<file path="src/hdl/tcc_defs.svh">
// Register offsets, field positions and timing constants of the timer block
`ifndef TCC_DEFS_SVH
`define TCC_DEFS_SVH
`define TCC_CLK_HZ 25000000
`define TCC_CTRL_OFS 8'h00
`define TCC_MODE_OFS 8'h04
`define TCC_VALUE_OFS 8'h08
`define TCC_STAT_OFS 8'h0C
`define TCC_RC_OFS 8'h10
`define TCC_RB_OFS 8'h14
`define TCC_CHAN_STRIDE 8'h20
`define TCC_CHAN_SPAN 2'h3
`define TCC_BCTRL_OFS 8'h60
`define TCC_BMODE_OFS 8'h64
`define TCC_CTRL_ON 0
`define TCC_CTRL_OFF 1
`define TCC_CTRL_TRIG 2
`define TCC_MODE_SEL_LO 0
`define TCC_MODE_SEL_HI 2
`define TCC_MODE_INV 3
`define TCC_MODE_BURST_LO 4
`define TCC_MODE_BURST_HI 5
`define TCC_MODE_HALT_B 6
`define TCC_MODE_OFF_B 7
`define TCC_MODE_HALT_C 8
`define TCC_MODE_OFF_C 9
`define TCC_MODE_WAVE 15
`define TCC_STAT_WRAP 0
`define TCC_STAT_LOADB 1
`define TCC_STAT_MATCHC 2
`define TCC_STAT_ON 16
`define TCC_BCTRL_SYNC 0
`define TCC_RESP_OKAY 2'h0
`define TCC_RESP_SLVERR 2'h2
`define TCC_DIV_W 10
`endif

</file>
<file path="src/hdl/tcc_pkg.sv">
// Types shared by the timer block files
package tcc_pkg;
    typedef enum logic [2:0] {
        TCC_SRC_DIV2 = 3'h0,
        TCC_SRC_DIV8 = 3'h1,
        TCC_SRC_DIV32 = 3'h2,
        TCC_SRC_DIV128 = 3'h3,
        TCC_SRC_DIV1024 = 3'h4,
        TCC_SRC_EXT0 = 3'h5,
        TCC_SRC_EXT1 = 3'h6,
        TCC_SRC_EXT2 = 3'h7
    } tcc_src_t;

    typedef struct packed {
        logic wave;
        logic offOnMatchC;
        logic haltOnMatchC;
        logic offOnLoadB;
        logic haltOnLoadB;
        logic [1:0] burst;
        logic clkInvert;
        tcc_src_t src;
    } tcc_mode_t;

    typedef struct packed {
        logic clkOnCmd;
        logic clkOffCmd;
        logic softTriggerCmd;
    } tcc_cmd_t;

    typedef enum logic [1:0] {
        TCC_B_IDLE = 2'b00,
        TCC_B_RUN = 2'b01,
        TCC_B_RESP = 2'b11
    } tcc_bus_st_t;
endpackage

</file>
<file path="src/hdl/tcc_block.sv">
// Three-channel 16-bit timer block with AXI4-Lite register access
`timescale 1ns/100ps
`include "tcc_defs.svh"
module tcc_block #(
    parameter int WIDTH = 16,
    parameter int CHANNELS = 3
) (
    input wire logic ref_clk,
    input wire logic arst_n,
    input wire logic [7:0] s_axi_awaddr,
    input wire logic s_axi_awvalid,
    output logic s_axi_awready,
    input wire logic [31:0] s_axi_wdata,
    input wire logic [3:0] s_axi_wstrb,
    input wire logic s_axi_wvalid,
    output logic s_axi_wready,
    output logic [1:0] s_axi_bresp,
    output logic s_axi_bvalid,
    input wire logic s_axi_bready,
    input wire logic [7:0] s_axi_araddr,
    input wire logic s_axi_arvalid,
    output logic s_axi_arready,
    output logic [31:0] s_axi_rdata,
    output logic [1:0] s_axi_rresp,
    output logic s_axi_rvalid,
    input wire logic s_axi_rready,
    input wire logic [2:0] timerClkPin,
    input wire logic [2:0] multiIoAIn,
    input wire logic [2:0] multiIoBIn,
    input wire logic [2:0] loadB,
    output logic [2:0] multiIoAOut,
    output logic [2:0] multiIoAOe,
    output logic [2:0] multiIoBOe,
    output logic [2:0] chanIrq
);
    typedef struct packed {
        tcc_pkg::tcc_bus_st_t wrSt;
        tcc_pkg::tcc_bus_st_t rdSt;
        logic awHave;
        logic wHave;
        logic [7:0] awAddr;
        logic [31:0] wData;
        logic [3:0] wStrb;
        logic [1:0] bResp;
        logic [31:0] rData;
        logic [1:0] rResp;
        logic [`TCC_DIV_W-1:0] div;
        logic [5:0] blockMode;
        logic [2:0] waveLevel;
        logic [2:0] sync;
        tcc_pkg::tcc_mode_t [2:0] mode;
        tcc_pkg::tcc_cmd_t [2:0] cmd;
        logic [2:0][WIDTH-1:0] matchC;
        logic [2:0][2:0] irqMask;
        logic [2:0][2:0] stat;
    } tcc_top_state_t;

    tcc_top_state_t st;
    tcc_top_state_t next_st;
    logic [4:0] tapPulse;
    logic [2:0][2:0] extClk;
    logic [2:0][WIDTH-1:0] countValue;
    logic [2:0] clkOnStatus;
    logic [2:0] wrapEvt;
    logic [2:0] matchCEvt;
    logic [`TCC_DIV_W-1:0] divNext;

    // Channel index from address, or TCC_CHAN_SPAN (3) when not a channel register
    function automatic logic [1:0] chanOf(input logic [7:0] addr);
        logic [7:0] base;
        begin
            base = addr & ~(`TCC_CHAN_STRIDE - 8'h01);
            chanOf = `TCC_CHAN_SPAN;
            if (base == 8'h00)
                chanOf = 2'h0;
            else if (base == `TCC_CHAN_STRIDE)
                chanOf = 2'h1;
            else if (base == 8'(`TCC_CHAN_STRIDE * 2))
                chanOf = 2'h2;
        end
    endfunction

    function automatic logic [31:0] mergeStrb(input logic [31:0] old, input logic [31:0] nw, input logic [3:0] strb);
        logic [31:0] res;
        begin
            res = old;
            for (int i = 0; i < 4; i++)
                if (strb[i])
                    res[i*8 +: 8] = nw[i*8 +: 8];
            mergeStrb = res;
        end
    endfunction

    // Waveform bit sits apart from the low mode fields in the register word
    function automatic tcc_pkg::tcc_mode_t modeOf(input logic [31:0] w);
        begin
            modeOf = tcc_pkg::tcc_mode_t'({w[`TCC_MODE_WAVE], w[`TCC_MODE_OFF_C:`TCC_MODE_SEL_LO]});
        end
    endfunction

    function automatic logic [31:0] modeWord(input tcc_pkg::tcc_mode_t m);
        logic [31:0] w;
        begin
            w = 32'h0000_0000;
            w[`TCC_MODE_OFF_C:`TCC_MODE_SEL_LO] = m[`TCC_MODE_OFF_C:`TCC_MODE_SEL_LO];
            w[`TCC_MODE_WAVE] = m.wave;
            modeWord = w;
        end
    endfunction

    assign divNext = st.div + 1'b1;
    assign tapPulse[0] = divNext[0] & ~st.div[0];
    assign tapPulse[1] = divNext[2] & ~st.div[2];
    assign tapPulse[2] = divNext[4] & ~st.div[4];
    assign tapPulse[3] = divNext[6] & ~st.div[6];
    assign tapPulse[4] = divNext[9] & ~st.div[9];

    genvar g;
    generate
        for (g = 0; g < CHANNELS; g++)
        begin : gChan
            // pin or chained output A per external input
            for (genvar k = 0; k < 3; k++)
            begin : gExt
                assign extClk[g][k] = st.blockMode[2*k] ?
                    (st.blockMode[2*k+1] ? multiIoAOut[(k+2)%3] : multiIoAOut[(k+1)%3]) :
                    timerClkPin[k];
            end
            tcc_channel #(
                .WIDTH(WIDTH)
            ) uChan (
                .ref_clk(ref_clk),
                .arst_n(arst_n),
                .tapPulse(tapPulse),
                .extClkIn(extClk[g]),
                .mode(st.mode[g]),
                .cmd(st.cmd[g]),
                .syncIn(st.sync[g]),
                .matchC(st.matchC[g]),
                .loadB(loadB[g]),
                .countValue(countValue[g]),
                .clkOnStatus(clkOnStatus[g]),
                .wrapEvt(wrapEvt[g]),
                .matchCEvt(matchCEvt[g])
            );
            // output A driven only in waveform mode
            assign multiIoAOe[g] = st.mode[g].wave;
            assign multiIoAOut[g] = st.waveLevel[g];
            assign multiIoBOe[g] = 1'b0;
            assign chanIrq[g] = |(st.stat[g] & st.irqMask[g]);
        end
    endgenerate

    always_comb
    begin
        logic [1:0] ch;
        logic [7:0] ofs;
        next_st = st;
        ch = 2'h0;
        ofs = 8'h00;
        next_st.div = divNext;
        next_st.cmd = '0;
        next_st.sync = '0;
        for (int i = 0; i < CHANNELS; i++)
        begin
            // sticky wrap, load B and match C flags, set wins over read-clear
            if (wrapEvt[i])
                next_st.stat[i][`TCC_STAT_WRAP] = 1'b1;
            if (loadB[i])
                next_st.stat[i][`TCC_STAT_LOADB] = 1'b1;
            if (matchCEvt[i])
            begin
                next_st.stat[i][`TCC_STAT_MATCHC] = 1'b1;
                next_st.waveLevel[i] = ~st.waveLevel[i];
            end
        end
        // Write channel: collect address and data in either order
        if (s_axi_awvalid & s_axi_awready)
        begin
            next_st.awHave = 1'b1;
            next_st.awAddr = s_axi_awaddr;
        end
        if (s_axi_wvalid & s_axi_wready)
        begin
            next_st.wHave = 1'b1;
            next_st.wData = s_axi_wdata;
            next_st.wStrb = s_axi_wstrb;
        end
        case (st.wrSt)
            tcc_pkg::TCC_B_IDLE:
                if (next_st.awHave & next_st.wHave)
                    next_st.wrSt = tcc_pkg::TCC_B_RUN;
            tcc_pkg::TCC_B_RUN:
            begin
                ch = chanOf(st.awAddr);
                ofs = st.awAddr & (`TCC_CHAN_STRIDE - 8'h01);
                next_st.bResp = `TCC_RESP_OKAY;
                if (ch != `TCC_CHAN_SPAN)
                begin
                    case (ofs)
                        `TCC_CTRL_OFS:
                        begin
                            next_st.cmd[ch].clkOnCmd = st.wData[`TCC_CTRL_ON] & st.wStrb[0];
                            next_st.cmd[ch].clkOffCmd = st.wData[`TCC_CTRL_OFF] & st.wStrb[0];
                            next_st.cmd[ch].softTriggerCmd = st.wData[`TCC_CTRL_TRIG] & st.wStrb[0];
                        end
                        `TCC_MODE_OFS:
                            next_st.mode[ch] = modeOf(mergeStrb(modeWord(st.mode[ch]), st.wData, st.wStrb));
                        `TCC_RC_OFS:
                            next_st.matchC[ch] = WIDTH'(mergeStrb(32'(st.matchC[ch]), st.wData, st.wStrb));
                        `TCC_STAT_OFS:
                            next_st.irqMask[ch] = st.wData[2:0];
                        default:
                            next_st.bResp = `TCC_RESP_SLVERR;
                    endcase
                end
                else if (st.awAddr == `TCC_BCTRL_OFS)
                begin
                    if (st.wData[`TCC_BCTRL_SYNC])
                        next_st.sync = 3'h7;
                end
                else if (st.awAddr == `TCC_BMODE_OFS)
                    next_st.blockMode = st.wData[5:0];
                else
                    next_st.bResp = `TCC_RESP_SLVERR;
                next_st.wrSt = tcc_pkg::TCC_B_RESP;
            end
            tcc_pkg::TCC_B_RESP:
                if (s_axi_bready)
                begin
                    next_st.awHave = 1'b0;
                    next_st.wHave = 1'b0;
                    next_st.wrSt = tcc_pkg::TCC_B_IDLE;
                end
            default:
                next_st.wrSt = tcc_pkg::TCC_B_IDLE;
        endcase
        case (st.rdSt)
            tcc_pkg::TCC_B_IDLE:
                if (s_axi_arvalid)
                begin
                    ch = chanOf(s_axi_araddr);
                    ofs = s_axi_araddr & (`TCC_CHAN_STRIDE - 8'h01);
                    next_st.rResp = `TCC_RESP_OKAY;
                    next_st.rData = 32'h0000_0000;
                    if (ch != `TCC_CHAN_SPAN)
                    begin
                        case (ofs)
                            `TCC_VALUE_OFS: next_st.rData = 32'(countValue[ch]);
                            `TCC_MODE_OFS: next_st.rData = modeWord(st.mode[ch]);
                            `TCC_RC_OFS: next_st.rData = 32'(st.matchC[ch]);
                            `TCC_CTRL_OFS: next_st.rData = 32'h0000_0000;
                            `TCC_STAT_OFS:
                            begin
                                next_st.rData = 32'(st.stat[ch]);
                                next_st.rData[`TCC_STAT_ON] = clkOnStatus[ch];
                                next_st.stat[ch] = {matchCEvt[ch], loadB[ch], wrapEvt[ch]};
                            end
                            default: next_st.rResp = `TCC_RESP_SLVERR;
                        endcase
                    end
                    else if (s_axi_araddr == `TCC_BMODE_OFS)
                        next_st.rData = 32'(st.blockMode);
                    else if (s_axi_araddr != `TCC_BCTRL_OFS)
                        next_st.rResp = `TCC_RESP_SLVERR;
                    next_st.rdSt = tcc_pkg::TCC_B_RESP;
                end
            tcc_pkg::TCC_B_RESP:
                if (s_axi_rready)
                    next_st.rdSt = tcc_pkg::TCC_B_IDLE;
            default:
                next_st.rdSt = tcc_pkg::TCC_B_IDLE;
        endcase
    end

    always_ff @(posedge ref_clk or negedge arst_n)
    begin
        if (!arst_n)
            st <= '0;
        else
            st <= next_st;
    end

    assign s_axi_awready = ~st.awHave & (st.wrSt == tcc_pkg::TCC_B_IDLE);
    assign s_axi_wready = ~st.wHave & (st.wrSt == tcc_pkg::TCC_B_IDLE);
    assign s_axi_bvalid = st.wrSt == tcc_pkg::TCC_B_RESP;
    assign s_axi_bresp = st.bResp;
    assign s_axi_arready = st.rdSt == tcc_pkg::TCC_B_IDLE;
    assign s_axi_rvalid = st.rdSt == tcc_pkg::TCC_B_RESP;
    assign s_axi_rdata = st.rData;
    assign s_axi_rresp = st.rResp;
endmodule

</file>
<file path="src/hdl/tcc_channel.sv">
// One timer channel: clock path, enable/start control and 16-bit counter
`timescale 1ns/100ps
`include "tcc_defs.svh"
module tcc_channel #(
    parameter int WIDTH = 16
) (
    input wire logic ref_clk,
    input wire logic arst_n,
    input wire logic [4:0] tapPulse,
    input wire logic [2:0] extClkIn,
    input wire tcc_pkg::tcc_mode_t mode,
    input wire tcc_pkg::tcc_cmd_t cmd,
    input wire logic syncIn,
    input wire logic [WIDTH-1:0] matchC,
    input wire logic loadB,
    output logic [WIDTH-1:0] countValue,
    output logic clkOnStatus,
    output logic wrapEvt,
    output logic matchCEvt
);
    typedef struct packed {
        logic [WIDTH-1:0] count;
        logic enabled;
        logic running;
        logic trigPend;
        logic prevLevel;
    } tcc_ch_state_t;

    tcc_ch_state_t st;
    tcc_ch_state_t next_st;
    logic level;
    logic gate;
    logic edgeHit;
    logic trig;
    logic haltEvt;
    logic offEvt;

    always_comb
    begin
        next_st = st;
        wrapEvt = 1'b0;
        matchCEvt = 1'b0;
        case (mode.src)
            tcc_pkg::TCC_SRC_EXT0: level = extClkIn[0];
            tcc_pkg::TCC_SRC_EXT1: level = extClkIn[1];
            tcc_pkg::TCC_SRC_EXT2: level = extClkIn[2];
            default: level = 1'b0;
        endcase
        level = level ^ mode.clkInvert;
        case (mode.burst)
            2'h1: gate = extClkIn[0];
            2'h2: gate = extClkIn[1];
            2'h3: gate = extClkIn[2];
            default: gate = 1'b1;
        endcase
        // internal taps are edge pulses already
        if (mode.src <= tcc_pkg::TCC_SRC_DIV1024)
            edgeHit = tapPulse[mode.src] & gate;
        else
            // rising edge of sampled external clock, falling edge when clkInvert is set
            edgeHit = level & ~st.prevLevel & gate;
        next_st.prevLevel = level;
        trig = cmd.softTriggerCmd | syncIn;
        haltEvt = (~mode.wave & loadB & mode.haltOnLoadB) |
            (mode.wave & st.running & st.count == matchC & mode.haltOnMatchC);
        offEvt = (~mode.wave & loadB & mode.offOnLoadB) |
            (mode.wave & st.running & st.count == matchC & mode.offOnMatchC);
        if (cmd.clkOffCmd | offEvt)
            next_st.enabled = 1'b0;
        else if (cmd.clkOnCmd)
            next_st.enabled = 1'b1;
        if (st.enabled | (cmd.clkOnCmd & ~cmd.clkOffCmd))
        begin
            if (trig)
            begin
                next_st.running = 1'b1;
                next_st.trigPend = 1'b1;
            end
            else if (haltEvt)
                next_st.running = 1'b0;
        end
        if (~next_st.enabled)
            next_st.running = 1'b0;
        if (st.running & st.enabled & edgeHit)
        begin
            if (st.trigPend)
            begin
                next_st.count = '0;
                next_st.trigPend = trig;
            end
            else
            begin
                next_st.count = st.count + 1'b1;
                wrapEvt = &st.count;
            end
            matchCEvt = mode.wave & (next_st.count == matchC);
        end
    end

    always_ff @(posedge ref_clk or negedge arst_n)
    begin
        if (!arst_n)
            st <= '0;
        else
            st <= next_st;
    end

    assign countValue = st.count;
    assign clkOnStatus = st.enabled;
endmodule

</file>
<file path="config.mk">
export PLATFORM = sky130hd
export DESIGN_NAME = tcc_block
export DESIGN_NICKNAME = d
export VERILOG_FILES = /design/src/hdl/tcc_pkg.sv /design/src/hdl/tcc_block.sv /design/src/hdl/tcc_channel.sv
export VERILOG_INCLUDE_DIRS = /design/src /design/src/hdl
export SDC_FILE = /design/constraint.sdc
export NUM_CORES = 1
export LEC_CHECK = 0
export ABC_AREA = 1
export CAP_MARGIN = 20
export CELL_PAD_IN_SITES_DETAIL_PLACEMENT = 0
export CELL_PAD_IN_SITES_GLOBAL_PLACEMENT = 2
export CORE_ASPECT_RATIO = 1.75
export CORE_MARGIN = 1.5
export CORE_UTILIZATION = 40
export DETAILED_ROUTE_END_ITERATION = 10
export DONT_BUFFER_PORTS = 1
export PLACE_DENSITY_LB_ADDON = 0.1
export SLEW_MARGIN = 0
export SYNTH_ARGS = -nofsm -noshare
export SYNTH_HDL_FRONTEND = slang
export SYNTH_SLANG_ARGS = --single-unit
</file>
<file path="constraint.sdc">
create_clock -name ref_clk -period 4.5 [get_ports ref_clk]
set_input_delay 0.9 -clock ref_clk [delete_from_list [all_inputs] [get_ports ref_clk]]
set_output_delay 0.9 -clock ref_clk [all_outputs]
set_load 0.02 [all_outputs]
</file>
---- After elaboration in Yosys (flattened, before gate mapping) ----
Index checks and enable logic that the tools add are counted.
W data, S select, Z words.
word-level totals
  register bits after elaboration ......... 258
  output and inout port bits .............. 53
  input bits .............................. 71
operators by class
  magnitude comparators ................... 10
  muxes and demuxes ....................... 170
  bitwise gates (word level) .............. 98
  equal/unequal tests ..................... 54
  reduce and logical (&&, ||, !) cells .... 26
  $add $sub $neg .......................... 4
operators by type and width
  operator                 number
  $mux W16                 10
  $mux W8                  16
  $mux W102                1
  $mux W99                 1
  $bmux W16 S2             3
  $eq A16 B16 Y1           6
  $pmux W17 S4             1
  $mux W1                  63
  $and A1 B1 Y1            55
  $mux W9                  6
  $add A16 B1 Y16 const B  3
  $bwmux W48               1
  $mux W2                  24
  $mux W48                 1
  $reduce_and A16 Y1       3
  $bmux W11 S2             2
  $bwmux W9                4
  $mux W34                 1
  $bwmux W33               1
  $mux W11                 3
  $mux W33                 1
  $demux W16 S2            1
  $logic_not A8 Y1         4
  $demux W3 S2             5
  40 further kinds         146

---- Depth between registers and ports, before layout ----
  depth after elaboration ................. 19
  mapped depth ............................ 17

---- Hierarchy ----
From an unflattened synthesis, not the netlist that was laid out.
second synthesis, totals
  cells, all modules ...................... 2287
  area total of the unflattened synthesis .. 15740.1 um2
by module, submodules not included
  module                             cells each  seq. area each (um2)  instances  area each (um2)
  tcc_block                          1264        4454.3                1          9542.9
  tcc_channel at gChan[0].uChan ...  331         500.5                 2          2026.9
  tcc_channel at gChan[2].uChan      361         500.5                 1          2143.3

---- Worst setup path after synthesis ----
No wires, ideal clock.
  path kind ............................... input-to-reg
  from .................................... input port timerClkPin[0]
  to ...................................... register st[6] (netlist bit)
  arrival time ............................ 2.223 ns
  data required time ...................... 4.424 ns
  path buffers ............................ 1
  stages on the path ...................... 13
  slack ................................... 2.201 ns
  path through ............................ or2_1 > nand2_1 > inv_1 > nand2_1 > nand3_1 > nand2_1 > nand3b_1 > a21oi_2 > buf_2 > nand3_1 > nand3_1 > nand2_1 > o21ai_1
RTL lines
  item                    line              source
  start: declaration      tcc_block.sv:27   input wire logic [2:0] timerClkPin,
  end signal: assignment  tcc_block.sv:281  st <= next_st;
  end: declaration        tcc_block.sv:58   tcc_top_state_t st;

==> impl_summary.txt <==
----------------------------------------------------
[Timing]
  Shortest period the worst path allows ... 3100 ps
  Number of pins exceeding their max-slew limit in the final report ... 0
  Final setup skew ... 16.1 ps
  Final Hold Violating Endpoints ... 0
  Highest clock rate ... 322 MHz
  Portion of the clock cycle consumed by the worst path in the final layout ... 69.0%
  Transition time at the pin with the least slew margin ... 1010 ps
  Slew headroom ... 32.9%
  Count of final setup violators ... 0
  Fin Setup TNS ... 0 ps
  Setup repair after global routing missed its margin ... false

[CTS]
  H-tree depth ... 1
  Clock tree from TritonCTS ... yes
  Total clock buffers created by CTS ... 26
  Number of post-CTS setup repair buffers ... 0
  Clock latency on the worst-skew pair ... 570 ps
  Max clock buf depth ... 3
  Clock-pin slew on the worst setup and hold paths ... 70 ps
  TritonCTS Sinks ... 238
  CTS Root Cell ... sky130_fd_sc_hd__clkbuf_16

[Synthesis]
  Adder and majority gate portion of the synthesized area ... 0.681%
  Largest area contributor in the netlist ... sky130_fd_sc_hd__dfrtp_1
  Post-Synth XOR/XNOR Area ... 1.37%
  Mux contribution to synthesized area ... 0.979%
  Async set-or-reset flop fraction in the synthesized netlist ... 100%
  Simple logic cell fraction of the synthesized area ... 27.9%
  Largest cells by area after synthesis ... sky130_fd_sc_hd__dfrtp_1 (41%), sky130_fd_sc_hd__nand2_1 (13%), sky130_fd_sc_hd__o21ai_0 (6.5%)
  Synth cell types ... 55
  Avg Synthesized Cell Area ... 7.25 um^2
  Top FF cell, synth ... sky130_fd_sc_hd__dfrtp_1
  Count of flip-flops with a built-in enable after synthesis ... 0
  Register bit total from synthesis ... 238
  Share of the synthesized area in compound gates (AO/OA/AOI/OAI) ... 17.7%
  Main combinational cell family by area after synthesis ... simple AND/OR/NAND/NOR gates
  Proportion of synthesized chip area in sequential cells ... 40.5%
  Cell Area, Synth ... 14700 um^2
  Area share of the largest cell type after synthesis ... 40.5%
  Syn. warnings ... 0
  Post-Synthesis Cells ... 2027

[Cells and area]
  Highest-count cells in the layout ignoring fill and taps ... sky130_fd_sc_hd__nand2_1 (501), sky130_fd_sc_hd__dfrtp_1 (238), sky130_fd_sc_hd__inv_1 (233)
  Share of layout cells above drive strength 1 ... 6.48%
  Number of nets in the final layout ... 2053
  Layout fillers ... 3892
  Area overhead of the layout relative to synthesis ... 6.79%
  Final standard cell area without fillers ... 15700 um^2
  Most common cell after layout, fill and taps aside ... sky130_fd_sc_hd__nand2_1

[Detailed routing]
  Remaining antenna violation count after routing ... 0
  Count of vias placed by the detailed router ... 14.0k
  Routed wirelength normalized by instance count ... 24.3 um
  DRT iter0 DRCs ... 956
  Vias per inst ... 5.69
  Routed wire length ... 59.7 mm
  Total iterations of the first detailed-routing run ... 7
  # DRC ... 0

[Hold path]
  Hold crit path type ... in2async

[Global routing]
  Antenna violations before repair ... 2
  Overflow left after global routing ... 0
  Global-route wire length before repair ... 87.7 mm
  Pin count of the biggest net entering global routing ... 239
  Total routing resource utilization after global routing ... 31.4%
  Via count of the first global-routing pass ... 13.9k

[Status]
  Result of the run ... completed

[Critical path]
  Critical path capture point type ... flop
  Cell Chain, Critical Path ... ha_1 > nand3_1 > nor2_4 > nand2_1 > nand2_1 > nand3_1 > nand2_1 > nand3_1 > nor2_1 > nand2_1 > nor2_1 > nand2_1 > nand2_1 > nor2_1 > nor2_1
  Critical-path cell with the highest stage delay ... sky130_fd_sc_hd__dfrtp_1
  Critical path peak fanout ... 6
  Delay contributed by the slowest stage of the critical path ... 560 ps
  Critical Path AT ... 3590 ps
  Crit path launch type ... flop
  CP Data Required Time ... 4990 ps
  Kind of critical path ... reg2reg
  Most Frequent Cell on Critical Path ... sky130_fd_sc_hd__nand2_1

[Floorplan]
  Die Height ... 257 um
  Area of the core ... 36100 um^2
  Number of cell rows ... 92
  Ports placed on the boundary ... 124
  Horiz. Die Dim ... 148 um
  Initial Utilization ... 40.7%
  DIE AREA ... 37900 um^2

[Power]
  Total power per unit cell area ... 364 nW/um^2
  Worst voltage drop across the vdd grid ... 319 uV
  Leakage power of the design ... 6.76 nW

[Run]
  Maximum Capacitance Violations ... 0

[Placed design]
  Number of buffers added on ports ... 0
  Routability congestion estimate from global placement ... 0.953
  Post-detailed-placement half-perimeter wirelength ... 45.6 mm
  Post-DP Area ... 14800 um^2

----------------------------------------------------
-- cell usage after synthesis (5+ instances only) --
library cell	count
sky130_fd_sc_hd__buf_4	46
sky130_fd_sc_hd__inv_2	8
sky130_fd_sc_hd__o21a_1	9
sky130_fd_sc_hd__a21oi_1	81
sky130_fd_sc_hd__nor3_1	29
sky130_fd_sc_hd__xor2_1	10
sky130_fd_sc_hd__o21ai_0	190
sky130_fd_sc_hd__a22oi_1	9
sky130_fd_sc_hd__o221ai_1	26
sky130_fd_sc_hd__o2111ai_1	8
sky130_fd_sc_hd__o211ai_1	5
sky130_fd_sc_hd__inv_1	233
sky130_fd_sc_hd__a221oi_1	7
sky130_fd_sc_hd__nand3b_1	5
sky130_fd_sc_hd__nand2_1	501
sky130_fd_sc_hd__and2_1	7
sky130_fd_sc_hd__clkbuf_1	41
sky130_fd_sc_hd__xnor2_1	13
sky130_fd_sc_hd__o311ai_0	5
sky130_fd_sc_hd__mux2_2	11
sky130_fd_sc_hd__nor2_4	7
sky130_fd_sc_hd__o22ai_1	53
sky130_fd_sc_hd__nor4_1	5
sky130_fd_sc_hd__dfrtp_1	238
sky130_fd_sc_hd__nand3_1	128
sky130_fd_sc_hd__buf_2	32
sky130_fd_sc_hd__nor2_1	161
sky130_fd_sc_hd__nor2_2	11
sky130_fd_sc_hd__nand4_1	56
sky130_fd_sc_hd__nand3_2	6
sky130_fd_sc_hd__ha_1	8
sky130_fd_sc_hd__a31oi_1	8
sky130_fd_sc_hd__nand2_2	9
sky130_fd_sc_hd__o32ai_1	5
sky130_fd_sc_hd__o21ai_1	21
-- per-layer routing --
metal	GRT usage (%)	vias to the layer above	wire, um	share of wire, %
li1	-	6596	-	-
met1	32.1	6768	20500	34
met2	57.0	458	31000	52
met3	3.99	191	2600	4.3
met4	24.8	2	5570	9.3
met5	0	-	12	0.020
-- worst paths after layout --
check | start | slack (ps) | end | cells after the start
setup / recovery | gChan[0].uChan.countValue[0] | 1400 | st[2] | 15
hold reg to reg | st[128] | 490 | st[128] | 1
max in group asynchronous | arst_n | 3740 | gChan[0].uChan.countValue[13] | 1
setup reg to reg | gChan[0].uChan.countValue[0] | 1400 | st[2] | 15
min in group ref_clk | s_axi_bready | 420 | st[211] | 1
hold / removal | arst_n | 30 | gChan[0].uChan.countValue[10] | 0
-- kinds of logic after synthesis --
logic type               after synthesis
AO/OA/AOI/OAI                        442
XOR/XNOR                              23
adder cells (fa/ha/maj)                8
buffers and inverters                366
flip-flops                           238
multiplexers                          13
other                                  1
AND/OR/NAND/NOR                      936
-- worst max-delay path: cells and delay by family (launching register included) --
kind,cells,cell delay (ps)
adders and majority gates,1,300
DFF,1,560
and+or+nand+nor,14,2160
-- cell type report --
| cell class | count | area (um^2) | share of cell area (%) |
|---|---|---|---|
| tap | 470 | 588 | 3.75 |
| inverter | 244 | 917 | 5.85 |
| multi-input combinational | 1442 | 7220 | 46.0 |
| timing repair buffer | 22 | 165 | 1.05 |
| antenna | 1 | 2.50 | 0.0159 |
| sequential | 238 | 5960 | 38.0 |
| clock buffer | 33 | 717 | 4.57 |
| clock inverter | 11 | 123 | 0.782 |
-- report_power, final --
group / total [mW] / switching (mW) / internal [mW]
Sequential: 2.53 / 0.208 / 2.32
Clock: 2.18 / 0.947 / 1.24
Combinational: 1.00 / 0.739 / 0.261
-- repair_timing --
item	4_1_cts	5_1_grt
gates resized for setup	0	0
endpoints found under the hold margin	0	3
hold buffers	0	1
-- stage by stage --
step | std cells | utilization [%] | total power [mW] | hold slack (ps) | worst slack (ps)
6_report | 2461 | 43.4 | 5.71 | 33.5 | 1400
5_1_grt | 2460 | 43.4 | 5.93 | 5.80 | 1220
4_1_cts | 2458 | 43.4 | 5.75 | 2.78 | 1390
3_5_place_dp | 2414 | 41.0 | 3.56 | 482 | 1370
3_3_place_gp | 2414 | 41.0 | 3.54 | 469 | 1380
2_1_floorplan | 2046 | - | 3.14 | 445 | 2200
No activity file was read; power rests on OpenSTA's default activity.
